[src/core/olrg_pkg.sv]
// constants, field positions and state codes for the octal gated register
// assumes a single 40 MHz core clock and pins sampled into that clock

package olrg_pkg;

    // ---------------------------------------------------------------
    // widths
    // ---------------------------------------------------------------
    localparam int OLRG_WORD_W = 8;
    localparam int OLRG_GATE_N = 3;
    localparam int OLRG_CLK_PERIOD_NS = 25;

    // ---------------------------------------------------------------
    // positions inside the synchronised pin vector
    // ---------------------------------------------------------------
    localparam int OLRG_POS_DATA = 0;
    localparam int OLRG_POS_EDGE = 8;
    localparam int OLRG_POS_LOAD = 9;
    localparam int OLRG_POS_ZERO = 10;
    localparam int OLRG_POS_GATE = 11;
    localparam int OLRG_PIN_W = 14;

    // ---------------------------------------------------------------
    // reset values
    // ---------------------------------------------------------------
    // edge high, load closed, clear active, all three drive gates closed
    localparam logic [OLRG_PIN_W-1:0] OLRG_PIN_RST = 14'h3b00;
    localparam logic OLRG_EDGE_RST = 1'h1;
    localparam logic [OLRG_WORD_W-1:0] OLRG_ZERO_WORD = 8'h00;
    localparam logic [OLRG_GATE_N-1:0] OLRG_GATES_OPEN = 3'h0;

    // ---------------------------------------------------------------
    // function of the last cycle
    // ---------------------------------------------------------------
    typedef enum logic [2:0] {
        OLRG_ST_CLEAR = 3'b001,
        OLRG_ST_HOLD = 3'b010,
        OLRG_ST_LOAD = 3'b100
    } olrg_state_t;

endpackage

[src/core/olrg_core_if.sv]
// signals between the pin synchroniser, the storage word and the core
// assumes all three modules run on the same clock and reset

`timescale 1ns/100ps

interface olrg_core_if;
    import olrg_pkg::*;

    logic [OLRG_WORD_W-1:0] data;
    logic edge_lvl;
    logic load_n;
    logic zero_n;
    logic [OLRG_GATE_N-1:0] gates_n;
    logic load;
    logic clear;
    logic [OLRG_WORD_W-1:0] word;

    modport syncer (output data, edge_lvl, load_n, zero_n, gates_n);
    modport store (input load, clear, data, output word);
    modport core (input data, edge_lvl, load_n, zero_n, gates_n, word, output load, clear);

endinterface

[src/core/olrg_pin_sync.sv]
// three-stage synchroniser for every pin of the register
// assumes pins are asynchronous to clock_i; a change counts once stages 2 and 3 agree

`timescale 1ns/100ps

module olrg_pin_sync
    import olrg_pkg::*;
#(
    parameter int W = OLRG_PIN_W,
    parameter logic [W-1:0] RST = OLRG_PIN_RST
) (
    input wire logic clock_i,
    input wire logic rstn_i,
    input wire logic [W-1:0] pins_i,
    olrg_core_if.syncer bus
);

    typedef struct packed {
        logic [W-1:0] s1;
        logic [W-1:0] s2;
        logic [W-1:0] s3;
        logic [W-1:0] stable;
    } olrg_sync_t;

    olrg_sync_t r;
    olrg_sync_t next_r;
    logic [W-1:0] agree;

    // ---------------------------------------------------------------
    // stages
    // ---------------------------------------------------------------
    // s1 feeds only s2; agreement filters a late metastable settle
    always_comb begin
        next_r = r;
        agree = ~(r.s2 ^ r.s3);
        next_r.s1 = pins_i;
        next_r.s2 = r.s1;
        next_r.s3 = r.s2;
        next_r.stable = (agree & r.s3) | (~agree & r.stable);
    end

    always_ff @(posedge clock_i or negedge rstn_i) begin
        if (!rstn_i) begin
            r <= {RST, RST, RST, RST};
        end else begin
            r <= next_r;
        end
    end

    assign bus.data = r.stable[OLRG_POS_DATA +: OLRG_WORD_W];
    assign bus.edge_lvl = r.stable[OLRG_POS_EDGE];
    assign bus.load_n = r.stable[OLRG_POS_LOAD];
    assign bus.zero_n = r.stable[OLRG_POS_ZERO];
    assign bus.gates_n = r.stable[OLRG_POS_GATE +: OLRG_GATE_N];

endmodule

[src/core/olrg_store.sv]
// the stored word: one storage bit per data line
// assumes load and clear come from the core on the same clock

`timescale 1ns/100ps

module olrg_store
    import olrg_pkg::*;
#(
    parameter int WIDTH = OLRG_WORD_W
) (
    input wire logic clock_i,
    input wire logic rstn_i,
    olrg_core_if.store bus
);

    typedef struct packed {
        logic [WIDTH-1:0] word;
    } olrg_store_t;

    olrg_store_t r;
    olrg_store_t next_r;
    logic [WIDTH-1:0] next_bit;

    // ---------------------------------------------------------------
    // storage bits
    // ---------------------------------------------------------------
    for (genvar b = 0; b < WIDTH; b++) begin : g_bit
        // clear before load, else hold
        assign next_bit[b] = bus.clear ? 1'b0 : (bus.load ? bus.data[b] : r.word[b]); // RULE_01

    end

    always_comb begin
        next_r = r;
        next_r.word = next_bit;
    end

    always_ff @(posedge clock_i or negedge rstn_i) begin
        if (!rstn_i) begin
            r <= '0;
        end else begin
            r <= next_r;
        end
    end

    assign bus.word = r.word;

endmodule

[src/core/olrg_octal_reg.sv]
// top of the octal register with clear, load gate and three drive gates
// assumes every pin is asynchronous to clock_i and held several cycles;
// the pin clock is sampled, so its edges must be well below clock_i / 8

`timescale 1ns/100ps

// Contract
// (RULE_01) eight separate storage bits, own data line
// (RULE_02) bits capture data on rising pin clock
// (RULE_03) clock and drive gating shared by bits
// (RULE_04) all drive gates low: drive stored word
// (RULE_05) any drive gate high: outputs float
// (RULE_06) drive gates never alter stored word
// (RULE_07) clear low forces word to zero
// (RULE_08) load only while clear high; clear wins
// (RULE_09) load gate low: capture data on edge
// (RULE_10) load gate high: word holds unchanged
// (RULE_11) outputs equal stored bits, not inverted
module olrg_octal_reg
    import olrg_pkg::*;
(
    input wire logic clock_i,
    input wire logic rstn_i,
    input wire logic [OLRG_WORD_W-1:0] parallel_in_bits_i,
    input wire logic sample_edge_in_i,
    input wire logic load_gate_n_i,
    input wire logic zero_force_n_i,
    input wire logic [OLRG_GATE_N-1:0] drive_gates_n_i,
    output logic [OLRG_WORD_W-1:0] parallel_out_bits_o,
    output logic [OLRG_WORD_W-1:0] parallel_out_oe_o
);

    // ---------------------------------------------------------------
    // state
    // ---------------------------------------------------------------
    typedef struct packed {
        logic prev_edge;
        olrg_state_t state;
        logic [OLRG_WORD_W-1:0] out_word;
        logic [OLRG_WORD_W-1:0] out_oe;
    } olrg_core_t;

    olrg_core_t r;
    olrg_core_t next_r;
    logic rise;
    logic gates_open;
    logic [OLRG_PIN_W-1:0] pins;

    olrg_core_if bus ();

    // ---------------------------------------------------------------
    // pin synchroniser and storage
    // ---------------------------------------------------------------
    // every pin takes the same path, so data, gates and edge stay aligned
    assign pins = {drive_gates_n_i, zero_force_n_i, load_gate_n_i,
                   sample_edge_in_i, parallel_in_bits_i};

    olrg_pin_sync #(
        .W(OLRG_PIN_W),
        .RST(OLRG_PIN_RST)
    ) u_sync (
        .clock_i(clock_i),
        .rstn_i(rstn_i),
        .pins_i(pins),
        .bus(bus.syncer)
    );

    olrg_store #(
        .WIDTH(OLRG_WORD_W)
    ) u_store (
        .clock_i(clock_i),
        .rstn_i(rstn_i),
        .bus(bus.store)
    );

    // ---------------------------------------------------------------
    // load and clear strobes
    // ---------------------------------------------------------------
    // one edge detector serves all eight bits
    assign rise = bus.edge_lvl & ~r.prev_edge; // RULE_03
    // clear is seen after the synchroniser, so it is not instant at the pins
    assign bus.clear = ~bus.zero_n; // RULE_07
    // drive gates take no part in loading
    assign bus.load = rise & bus.zero_n & ~bus.load_n; // RULE_08 RULE_06
    assign gates_open = (bus.gates_n == OLRG_GATES_OPEN);

    // ---------------------------------------------------------------
    // next state
    // ---------------------------------------------------------------
    always_comb begin
        next_r = r;
        next_r.prev_edge = bus.edge_lvl; // RULE_02
        case (r.state)
            OLRG_ST_CLEAR: begin
                if (bus.clear) begin
                    next_r.state = OLRG_ST_CLEAR;
                end else if (bus.load) begin
                    next_r.state = OLRG_ST_LOAD;
                end else begin
                    next_r.state = OLRG_ST_HOLD;
                end
            end
            OLRG_ST_HOLD, OLRG_ST_LOAD: begin
                if (bus.clear) begin
                    next_r.state = OLRG_ST_CLEAR;
                end else if (bus.load) begin
                    next_r.state = OLRG_ST_LOAD; // RULE_09
                end else begin
                    next_r.state = OLRG_ST_HOLD; // RULE_10
                end
            end
            default: begin
                next_r.state = OLRG_ST_CLEAR;
            end
        endcase
        // data flop always follows the word; only the enable floats it
        next_r.out_word = bus.word; // RULE_11
        next_r.out_oe = gates_open ? '1 : '0; // RULE_04
    end

    always_ff @(posedge clock_i or negedge rstn_i) begin
        if (!rstn_i) begin
            r.prev_edge <= OLRG_EDGE_RST;
            r.state <= OLRG_ST_CLEAR;
            r.out_word <= OLRG_ZERO_WORD;
            r.out_oe <= '0;
        end else begin
            r <= next_r;
        end
    end

    assign parallel_out_bits_o = r.out_word;
    assign parallel_out_oe_o = r.out_oe; // RULE_05
endmodule

[config.mk]
export PLATFORM = sky130hd
export DESIGN_NAME = olrg_octal_reg
export DESIGN_NICKNAME = d
export VERILOG_FILES = /design/src/core/olrg_pkg.sv /design/src/core/olrg_core_if.sv /design/src/core/olrg_pin_sync.sv /design/src/core/olrg_store.sv /design/src/core/olrg_octal_reg.sv
export SDC_FILE = /design/constraint.sdc
export NUM_CORES = 1
export LEC_CHECK = 0
export CORE_MARGIN = 3
export CORE_UTILIZATION = 35
export CTS_CLUSTER_SIZE = 12
export DETAILED_ROUTE_END_ITERATION = 10
export DONT_BUFFER_PORTS = 1
export HOLD_SLACK_MARGIN = 0.03
export MAX_ROUTING_LAYER = met4
export PLACE_DENSITY_LB_ADDON = 0.15
export SYNTH_ARGS = -nofsm -noshare
export SYNTH_HDL_FRONTEND = slang
export SYNTH_SLANG_ARGS = --single-unit
[constraint.sdc]
create_clock -name clock_i -period 3.1 [get_ports clock_i]
set_input_delay 0.775 -clock clock_i [delete_from_list [all_inputs] [get_ports clock_i]]
set_output_delay 0.775 -clock clock_i [all_outputs]
set_load 0.03 [all_outputs]
# [Yosys cells after proc, flatten, opt, wreduce, memory -nomap -nowiden]
# Cells that the tools add are included.
[word_totals] regBits=81 latch_bits=0 ram_bits=0 mem_bits_ro=0 in_bits=16 out_inout_bits=16 wordCells=38 n_memories=0
[classes] addsub=0 multipliers=0 n_div=0 magnitude_cmp=0 eq_ne=1 shift=0 muxes=17 bitwise_logic=11 reduce_logical=1
[op_table] cell="$and 14x14->14" n=2
[op_table] cell="$not 14->14" n=2
[op_table] cell="$mux 1" n=16
[op_table] cell="$or 14x14->14" n=1
[op_table] cell="$xor 14x14->14" n=1
[op_table] cell="$mux 8" n=1
[op_table] cell="$and 1x1->1" n=3
[op_table] cell="$logic_not 3->1" n=1
[op_table] cell="$ne 2x1->1 const B" n=1
[op_table] cell="$not 1->1" n=2

# [Logic depth before layout (Yosys ltp)]
# Gate-level depths: netlist of the first run.
[logic_depth] ltp_word=6 mapped_depth=4 mapped_depth_nobuf=2

# [Cells and area by module]
# Synthesis of the first run repeated with hierarchy kept, for this count alone.
[hier_totals] cells_unflattened=136 hier_area_um2=2384.8
[by_module_without_submodules] mod="olrg_pin_sync" instances=1 cells_per_inst=81 area_per_inst_um2=1666.6 seq_area_each_um2=1426.4
[by_module_without_submodules] mod="olrg_octal_reg" instances=1 cells_per_inst=29 area_per_inst_um2=392.9 seq_area_each_um2=251.5
[by_module_without_submodules] mod="olrg_store" instances=1 cells_per_inst=26 area_per_inst_um2=325.3 seq_area_each_um2=200.2

# [Worst setup path after synthesis of the first run]
# No wires, ideal clock.
[synth_timing] path_kind="flip-flop to output port" start="register parallel_out_oe_o[6] (netlist name)" end="output parallel_out_oe_o[0]" arrival_time_ns=0.603 path_slack_ns=1.722 path_stages_with_launch=2 n_path_buf=1 cell_sequence="dfrtp_1 > buf_4"
[synth_lines] item="to (decl)" line="olrg_octal_reg.sv:30" source="output logic [OLRG_WORD_W-1:0] parallel_out_oe_o"

==> results of run 1 <==
[power by group through the flow]
stage               combinational [mW]  sequential (mW)  clock, mW
floorplan                       0.0954             1.08          0
global placement                0.0554             1.11          0
detailed placement              0.0576             1.11          0
CTS                             0.0575             1.09      0.725
global route                    0.0631             1.10      0.768
finish                          0.0562             1.09      0.692
[metrics by stage]
step | utilization, % | area, µm² | setup slack, ps | std cells | power, mW
6_report | 38.6 | 2470 | 1120 | 208 | 1.84
4_1_cts | 38.6 | 2470 | 1090 | 208 | 1.87
2_1_floorplan | - | 2330 | 1720 | 133 | 1.17
3_3_place_gp | 35.7 | 2280 | 1470 | 192 | 1.16
3_5_place_dp | 35.7 | 2280 | 1460 | 192 | 1.17
5_1_grt | 38.6 | 2470 | 1040 | 208 | 1.93
[cell usage after synthesis, drive strengths merged]
cell type / n / area share [%]
mux2i: 8 / 3.4
buf: 19 / 6.5
nand2: 16 / 2.6
dfstp: 21 / 24
nor3: 1 / 0.21
maj3: 14 / 6.0
nor3b: 1 / 0.54
dfrtp: 53 / 57
[worst register-to-register path, delay by kind of cell (launching register included)]
kind             cells  cell delay, ps
AND/OR/NAND/NOR      1             680
multiplexers         1             270
flip-flops           1             550
[cell type report]
cell class | instances | area, µm² | share of cell area, %
Clock inverter | 6 | 58.8 | 2.38
Clock buffer | 10 | 128 | 5.17
Timing Repair Buffer | 1 | 7.51 | 0.304
Sequential cell | 74 | 1880 | 76.2
Tap cell | 77 | 96.3 | 3.90
Multi-Input combinational cell | 40 | 298 | 12.1
[cells by family (layout without fill, tap and decap cells)]
| logic type | count (synthesis) | in the layout | synth area share [%] |
|---|---|---|---|
| simple gates | 18 | 18 | 3.33 |
| mux | 8 | 8 | 3.44 |
| fa+ha+maj | 14 | 14 | 6.02 |
| flops | 74 | 74 | 80.7 |
| buf+inv | 19 | 17 | 6.45 |
[final timing paths]
path,depth (start not counted),end,slack (ps),start
min in group clock_i,0,u_sync.next_r[18]$_DFF_PN0_,350,u_sync.next_r[32]$_DFF_PN0_
max in group asynchronous,0,u_sync.r[22]$_DFF_PN1_,2760,rstn_i
min,0,parallel_out_oe_o[6]$_DFF_PN0_,140,rstn_i
max reg2reg,2,u_store.bus.word[0]$_DFFE_PN0P_,1510,flop
max,1,parallel_out_oe_o[0],1120,parallel_out_oe_o[6]$_DFF_PN0_
min reg2reg,0,u_sync.next_r[18]$_DFF_PN0_,350,u_sync.next_r[32]$_DFF_PN0_
[per-layer routing]
layer	vias up	routed length, µm	GRT usage, %	share of wire (%)
li1	399	-	-	-
met1	445	1230	11.3	45
met2	25	1290	11.9	47
met3	9	156	2.93	5.7
met4	0	78	7.11	2.8
met5	-	0	-	0
==> impl_results.md, run 1 <==
* Number of maximum-capacitance constraint violations at 0
* Kind of start point of the critical path: flop
* Initial antenna violation count at 0
* Effective utilization at floorplan at around 36%
* Largest delay share family, worst path: buffers and inverters
* Slew at the pin with the worst max-slew slack at ~830 ps
* Wire length of the first global-routing pass at a little under 5 mm
* Core ar. at 6390 µm²
* First-pass detailed-route iteration total at 2
* Final Hold Vio Count at 0
* Number of endpoints failing setup at the final stage at 0
* Die ar. at about 7700 µm²
* Average cell area after synthesis at about 17 µm²
* Port bufs at 0
* CTS clk-pin slew, worst paths at roughly 70 ps
* Total wirelength of the detailed-routed design at around 2.8 mm
* Cell count after synthesis at 133
* Number of inserted filler cells in the final layout at about 600
* CTS resizes at 0
* Final RePlAce weighted congestion at around 0.64
* Worst clock skew on the final layout at 8.74 ps
* Net count of the finished layout at roughly 140
* Clock tree from TritonCTS: built
* Number of DRC markers after the initial detailed-route iteration at 41
* HP Class: in2async
* Leakage power total at ~1.1 nW
* Required time at the worst-slack endpoint at roughly 2300 ps
* Crit path time final at between 1500 and 2000 ps
* Total number of yosys warnings at 0
* Clock latency on the worst-skew pair at between 300 and 400 ps
* Switching part of the total at between 20 and 25%
* Crit path kind: reg2out
* Clock buffer count from CTS at 9
* Capturing element type of the critical path: output pin
* Arrival @ worst endpoint at between 1000 and 1500 ps
* Internal power at approximately 1.4 mW
* Ordered list of cells on the worst path: buf_4
* Avg Vias per Cell at roughly 4.2
* Clock root buffer master: clkbuf_8
* Layout cells sized above 1 at between 20 and 30%
* Longest individual stage delay on the worst path at 540 ps
* Power density of the placed cells at roughly 740 nW/µm²
* Maximum level of the CTS H-tree at 3
* Placement Rows at 29
* Max Transition Viols Final at 0
* CTS sink cnt at 74
* IO Count at 32
* Sequential share of the synthesized area at between 80% and 90%
* Worst Path Max Fanout at 8
* Worst hold-check slack at around 140 ps
* Achievable clock frequency at about 500 MHz
* Sw power at about 410 µW
* Portion of total power attributed to sequential cells at between 50% and 60%
* Flops & latches, synth at 74
* Vertical die dimension at 87.5 µm
* Half-perimeter wire length of the detailed placement result at approximately 1.6 mm
* Unrepaired setup endpoints after global routing: false
* Crit path max-delay cell type: buf_4
* Remaining global-route overflow at 0
* Die Span X at between 80 and 90 µm
* Via count at roughly 880
* DRC Markers at 0
* Combinational share of power at 3.1%
* Largest net degree at the start of global routing at 75
* Post-DRT Antenna Nets at 0
* Maximum resistive drop on vdd at ~0.00027 V
* Diodes inserted at 0
* Slew HR at 44.4%
* Via count of the first global-routing pass at between 1,000 and 1,500
* Most frequent standard cell in the layout excluding fill and tap cells: dfrtp_1
* Number of buffers added for setup after CTS at 0
* Average routed wire per standard cell at between 10 and 15 µm
* Hold-fix buffer count after cts at 0
* Maximum clock insertion buffer count at 2
* Layout area overhead at 6.08%
* Number of nets produced by synthesis at 149
* Sum Neg Setup Slack at 0 ps
* Number of different library cells in the post-synthesis netlist at 9
* Count of buffering cells on the critical path with inverters included at 1
* Run status: finished, final reports clean
* Share of total power in the clock network at a little under two fifths
* Tot GR Track Use at a little under a tenth
* Final clock period utilization by the worst path at around 64%
* Summed instance area of the synthesized netlist at ~2300 µm²
* Leading cell types in the layout, fill and taps excluded: dfrtp_1 (52), dfstp_2 (21), nand2_1 (16)
Note: power is estimated with default switching activity, not from simulation.
==> run 2: changes to the inputs <==
==> constraint.sdc (replaced) <==
create_clock -name clock_i -period 1.9 [get_ports clock_i]
set_input_delay 0.475 -clock clock_i [delete_from_list [all_inputs] [get_ports clock_i]]
set_output_delay 0.475 -clock clock_i [all_outputs]
set_load 0.03 [all_outputs]
==> run 2 against run 1 <==
Net effect: die area unchanged; routed wire length fell by 1.3%; clock power up 98%; register-to-register slack got worse by 800 ps; global-route usage decreased by 0.31 points; the flow now finishes with violations (hold timing).
==> impl_results.md, run 2 (synthesized netlist as in run 1, its figures left out) <==
* HP Class: in2async
* Arrival @ worst endpoint at 980 ps (-230 ps)
* Power density of the placed cells at 1270 nW/µm² (+71%)
* Final Power at 3.24 mW (+76%)
* CTS resizes at 0 (unchanged)
* Avg Vias per Cell at 4.05 (-4.0%)
* Number of maximum-capacitance constraint violations at 0 (unchanged)
* Post-DRT Antenna Nets at 0 (unchanged)
* Largest delay share family, worst path: flip-flops
* Ordered list of cells on the worst path: buf_12
* Final RePlAce weighted congestion at 0.675 (+5.7%)
* Capturing element type of the critical path: output pin
* DRC Markers at 0 (unchanged)
* Longest individual stage delay on the worst path at 370 ps (-170 ps)
* Fraction of the core area covered by cells at the end of the flow at 39.8% (+1.2 points)
* Maximum level of the CTS H-tree at 3 (unchanged)
* Clock tree from TritonCTS: built
* Worst clock skew on the final layout at 3.97 ps (-4.77 ps)
* Net count of the finished layout at 143 (+0.70%)
* Remaining global-route overflow at 0 (unchanged)
* Core ar. at 6390 µm² (unchanged)
* Worst hold-check slack at -167 ps (-305 ps)
* Placement Rows at 29 (unchanged)
* Slew HR at 64.3% (+20 points)
* Crit path max-delay cell type: dfrtp_2
* Total wirelength of the detailed-routed design at 2.72 mm (-1.3%)
* CTS clk-pin slew, worst paths at 70 ps (about the same)
* Number of endpoints failing setup at the final stage at 0 (unchanged)
* Number of DRC markers after the initial detailed-route iteration at 35 (-15%)
* Layout cells sized above 1 at 31.1% (+1.3 points)
* Final Hold Vio Count at 64 (+64)
* Required time at the worst-slack endpoint at 1420 ps (-900 ps)
* Tot GR Track Use at 8.73% (-0.31 points)
* Crit path kind: reg2out
* Count of buffering cells on the critical path with inverters included at 1 (unchanged)
* Initial antenna violation count at 0 (unchanged)
* Port bufs at 0 (unchanged)
* Die ar. at 7660 µm² (unchanged)
* CTS sink cnt at 74 (unchanged)
* Wire length of the first global-routing pass at 4.53 mm (-6.9%)
* Final clock period utilization by the worst path at between 70% and 80%
* Violated checks: hold timing
* Kind of start point of the critical path: flop
* Vertical die dimension at 87.5 µm (unchanged)
* Largest net degree at the start of global routing at 75 (unchanged)
* Average routed wire per standard cell at 13.0 µm (-1.8%)
* Slew at the pin with the worst max-slew slack at 536 ps (-294 ps)
* Clock root buffer master: clkbuf_8
* First-pass detailed-route iteration total at 2 (unchanged)
* Crit path time final at 1460 ps
* Via count of the first global-routing pass at 895 (-11%)
* Worst Path Max Fanout at 8 (unchanged)
* Run status: finished, violations left
* Max Transition Viols Final at 0 (unchanged)
* Via count at 847 (-3.5%)
* Unrepaired setup endpoints after global routing: false
* Sum Neg Setup Slack at 0 ps (unchanged)
* Die Span X at 87.5 µm (unchanged)
* Maximum clock insertion buffer count at 2 (unchanged)
* Number of buffers added for setup after CTS at 0 (unchanged)
* Diodes inserted at 0 (unchanged)
* Clock buffer count from CTS at 9 (unchanged)
* Number of inserted filler cells in the final layout at 577 (-2.2%)
* Clock latency on the worst-skew pair at 330 ps (about the same)
* Maximum resistive drop on vdd at 0.000444 V (+64%)
* IO Count at 32 (unchanged)
* Leading cell types in the layout, fill and taps excluded: dfrtp_1 (52), dfstp_2 (21), nand2_1 (16)
* Layout area overhead at 9.31%
* Most frequent standard cell in the layout excluding fill and tap cells: dfrtp_1
* Leakage power total at 1.09 nW (+3.2%)
* Effective utilization at floorplan at 36.4% (unchanged)
* Achievable clock frequency at a little under 700 MHz
==> run 2: layer usage <==
metal,part of all wire [%],up-vias,track usage (%)
met5,0,-,-
met4,3.7,0,7.53
met3,7.0,8,4.35
met2,42,24,10.3
met1,48,413,10.7
li1,-,402,-
==> run 2: area by class of cell <==
cell class                      count  area, µm²  area share (%)
Sequential cell                    74       1880            73.9
Multi-Input combinational cell     40        298            11.7
Clock buffer                       13        201            7.92
Tap cell                           77       96.3            3.79
Clock inverter                      3       40.0            1.57
Timing Repair Buffer                2       27.5            1.08
==> run 2: worst paths after layout <==
| check | from | endpoint | slack [ps] | cells after the start |
|---|---|---|---|---|
| max reg2reg | flop | u_store.bus.word[7]$_DFFE_PN0P_ | 710 | 3 |
| min in group clock_i | drive_gates_n_i[0] | u_sync.next_r[39]$_DFF_PN1_ | 130 | 0 |
| max in group asynchronous | rstn_i | u_sync.r[23]$_DFF_PN1_ | 1860 | 0 |
| min | rstn_i | u_sync.next_r[28]$_DFF_PN0_ | -170 | 0 |
| max | parallel_out_oe_o[6]$_DFF_PN0_ | parallel_out_oe_o[0] | 440 | 1 |
| min reg2reg | u_sync.next_r[32]$_DFF_PN0_ | u_sync.next_r[18]$_DFF_PN0_ | 350 | 0 |
==> run 2: metrics by stage <==
stage	setup WS [ps]	std cells	instance area (µm²)
global placement	754	193	2300
detailed placement	698	193	2300
finish	443	209	2540
floorplan	817	133	2330
global route	378	209	2540
CTS	414	209	2540
==> run 2: where the power goes <==
group	switching (mW)	internal, mW	total, mW
clock	0.532	0.833	1.37
sequential	0.0793	1.70	1.78
combinational	0.0537	0.0442	0.0980
total	0.665	2.58	3.24
==> run 3: changes to the inputs <==
==> constraint.sdc (replaced) <==
create_clock -name clock_i -period 1.5 [get_ports clock_i]
set_input_delay 0.375 -clock clock_i [delete_from_list [all_inputs] [get_ports clock_i]]
set_output_delay 0.375 -clock clock_i [all_outputs]
set_load 0.03 [all_outputs]
==> run 3 against run 2 <==
Net effect: the run still ends with hold timing left; worst hold slack got worse by 100 ps; clock skew increased by 1.1 ps; clock-buffer cell count decreased by 1; routed wire length increased by 0.44%; final cell count increased by 3.8%; via count increased by 8.3%; core utilization increased by 1.2 points; setup slack got worse by 310 ps; critical path type unchanged.
==> impl_results.md, run 3 (synthesized netlist as in run 1, its figures left out) <==
* Clock root buffer master: clkbuf_8
* Maximum level of the CTS H-tree at 3 (unchanged)
* Tot GR Track Use at 8.93% (+0.21 points)
* Setup slack on the worst flop-to-flop path at 300 ps (-410 ps)
* Required time at the worst-slack endpoint at 1120 ps (-300 ps)
* Unrepaired setup endpoints after global routing: false
* Crit path kind: reg2out
* Effective utilization at floorplan at 36.4% (unchanged)
* Vertical die dimension at 87.5 µm (unchanged)
* Crit path max-delay cell type: dfrtp_2
* Maximum clock insertion buffer count at 2 (unchanged)
* CTS resizes at 0 (unchanged)
* Sum Neg Setup Slack at 0 ps (unchanged)
* Via count at 917 (+8.3%)
* Core ar. at 6390 µm² (unchanged)
* Clock latency on the worst-skew pair at 330 ps (about the same)
* Maximum resistive drop on vdd at 0.000669 V (+51%)
* IO Count at 32 (unchanged)
* Total wirelength of the detailed-routed design at 2.73 mm (+0.44%)
* Leakage power total at 1.12 nW (+2.5%)
* Initial antenna violation count at 0 (unchanged)
* Placement Rows at 29 (unchanged)
* Layout cells sized above 1 at 30.0% (-1.1 points)
* Leading cell types in the layout, fill and taps excluded: dfrtp_1 (52), dfstp_2 (21), nand2_1 (16)
* Final clock period utilization by the worst path at about nine tenths
* Worst Path Max Fanout at 8 (unchanged)
* Capturing element type of the critical path: output pin
* Path depth of the worst reg2reg path at 3 (unchanged)
* Largest delay share family, worst path: flip-flops
* Net count of the finished layout at 151 (+5.6%)
* Slew at the pin with the worst max-slew slack at 297 ps (-239 ps)
* Slew HR at 80.2% (+16 points)
* Worst hold-check slack at -271 ps (-104 ps)
* Die Span X at 87.5 µm (unchanged)
* Achievable clock frequency at 730 MHz
* DRC Markers at 0 (unchanged)
* Ordered list of cells on the worst path: buf_12
* Longest individual stage delay on the worst path at 380 ps (about the same)
* Run status: finished, violations left
* Wire length of the first global-routing pass at 4.76 mm (+5.2%)
* Capture point of the worst reg-to-reg path: u_store.bus.word[6]$_DFFE_PN0P_
* Max Transition Viols Final at 0 (unchanged)
* CTS sink cnt at 74 (unchanged)
* Crit path time final at between 1000 and 1500 ps
* Post-DRT Antenna Nets at 0 (unchanged)
* Arrival @ worst endpoint at 990 ps (about the same)
* First-pass detailed-route iteration total at 3 (+1)
* Avg Vias per Cell at 4.23 (+4.3%)
* Port bufs at 0 (unchanged)
* Number of DRC markers after the initial detailed-route iteration at 85 (+140%)
* Clock buffer count from CTS at 9 (unchanged)
* Violated checks: hold timing
* Kind of start point of the critical path: flop
* CTS clk-pin slew, worst paths at 80 ps (about the same)
* Number of endpoints failing setup at the final stage at 0 (unchanged)
* Layout area overhead at 12.6%
* Diodes inserted at 0 (unchanged)
* Most frequent standard cell in the layout excluding fill and tap cells: dfrtp_1
* Remaining global-route overflow at 0 (unchanged)
* Final RePlAce weighted congestion at 0.673 (-0.34%)
* Power density of the placed cells at 1570 nW/µm² (+23%)
* Via count of the first global-routing pass at 958 (+7.0%)
* HP Class: in2async
* Largest net degree at the start of global routing at 75 (unchanged)
* Count of buffering cells on the critical path with inverters included at 1 (unchanged)
* Number of maximum-capacitance constraint violations at 0 (unchanged)
* Clock tree from TritonCTS: built
* Final Hold Vio Count at 74 (+16%)
* Worst clock skew on the final layout at 5.08 ps (+1.11 ps)
* Average routed wire per standard cell at 12.6 µm (-3.3%)
* Die ar. at 7660 µm² (unchanged)
run 3: cell count changes in the layout (fill, tap and decap cells not counted):
cell,delta
dlygate4sd3_1,+7
inv_4,+1
buf_4,+1
clkinvlp_4,+1
clkinv_4,+1
clkinv_2,-2
clkbuf_8,-1
run 3: stage by stage:
step	cell area [µm²]	setup WS (ps)	cells	power [mW]	util (%)
2_1_floorplan	2330	417	133	2.43	-
3_5_place_dp	2310	289	194	2.42	36.1
3_3_place_gp	2310	354	194	2.41	36.1
4_1_cts	2600	101	215	4.20	40.7
5_1_grt	2620	78.1	217	4.32	41.0
6_report	2620	131	217	4.12	41.0
run 3: where the power goes:
part | switching (mW) | internal [mW]
Sequential | 0.0900 | 2.15
Clock | 0.709 | 1.02
Combinational | 0.0815 | 0.0714
Total | 0.880 | 3.24
run 3: final cells by class:
class | instances | area (µm²)
fillers | 589 | 3770
flip-flops and latches | 74 | 1880
multi-input cells | 40 | 298
clock buffers | 12 | 188
repair buffers | 10 | 105
well taps | 77 | 96.3
clock inverters | 4 | 52.6
run 3: how the worst max path moves through the flow:
stage,end,depth (start not counted),startpoint,slack [ps]
3_3_place_gp,u_store.bus.word[0]$_DFFE_PN0P_,3,flop,350
3_5_place_dp,u_store.bus.word[2]$_DFFE_PN0P_,3,flop,290
4_1_cts,parallel_out_oe_o[0],1,parallel_out_oe_o[6]$_DFF_PN0_,100
2_1_floorplan,u_store.bus.word[0]$_DFFE_PN0P_,3,flop,420
6_report,parallel_out_oe_o[0],1,parallel_out_oe_o[6]$_DFF_PN0_,130
5_1_grt,parallel_out_oe_o[6],1,parallel_out_oe_o[6]$_DFF_PN0_,80
run 3: metal layers:
metal | wire (µm) | track usage [%] | part of all wire [%]
met5 | 0 | - | 0
met1 | 1250 | 11.7 | 46
met2 | 1190 | 10.5 | 43
met3 | 177 | 3.50 | 6.5
met4 | 125 | 7.53 | 4.6
run 3: worst reg2reg max path: cells and delay by family (launching register included):
kind	cells	cell delay [ps]
mux	1	210
buf+inv	1	210
flops	1	540
simple gates	1	160
run 3: what timing repair did:
item / 4_1_cts / 5_1_grt
hold buffers: 5 / 2
buffers inserted: 0 / 0
endpoints found under the hold margin: 79 / 76
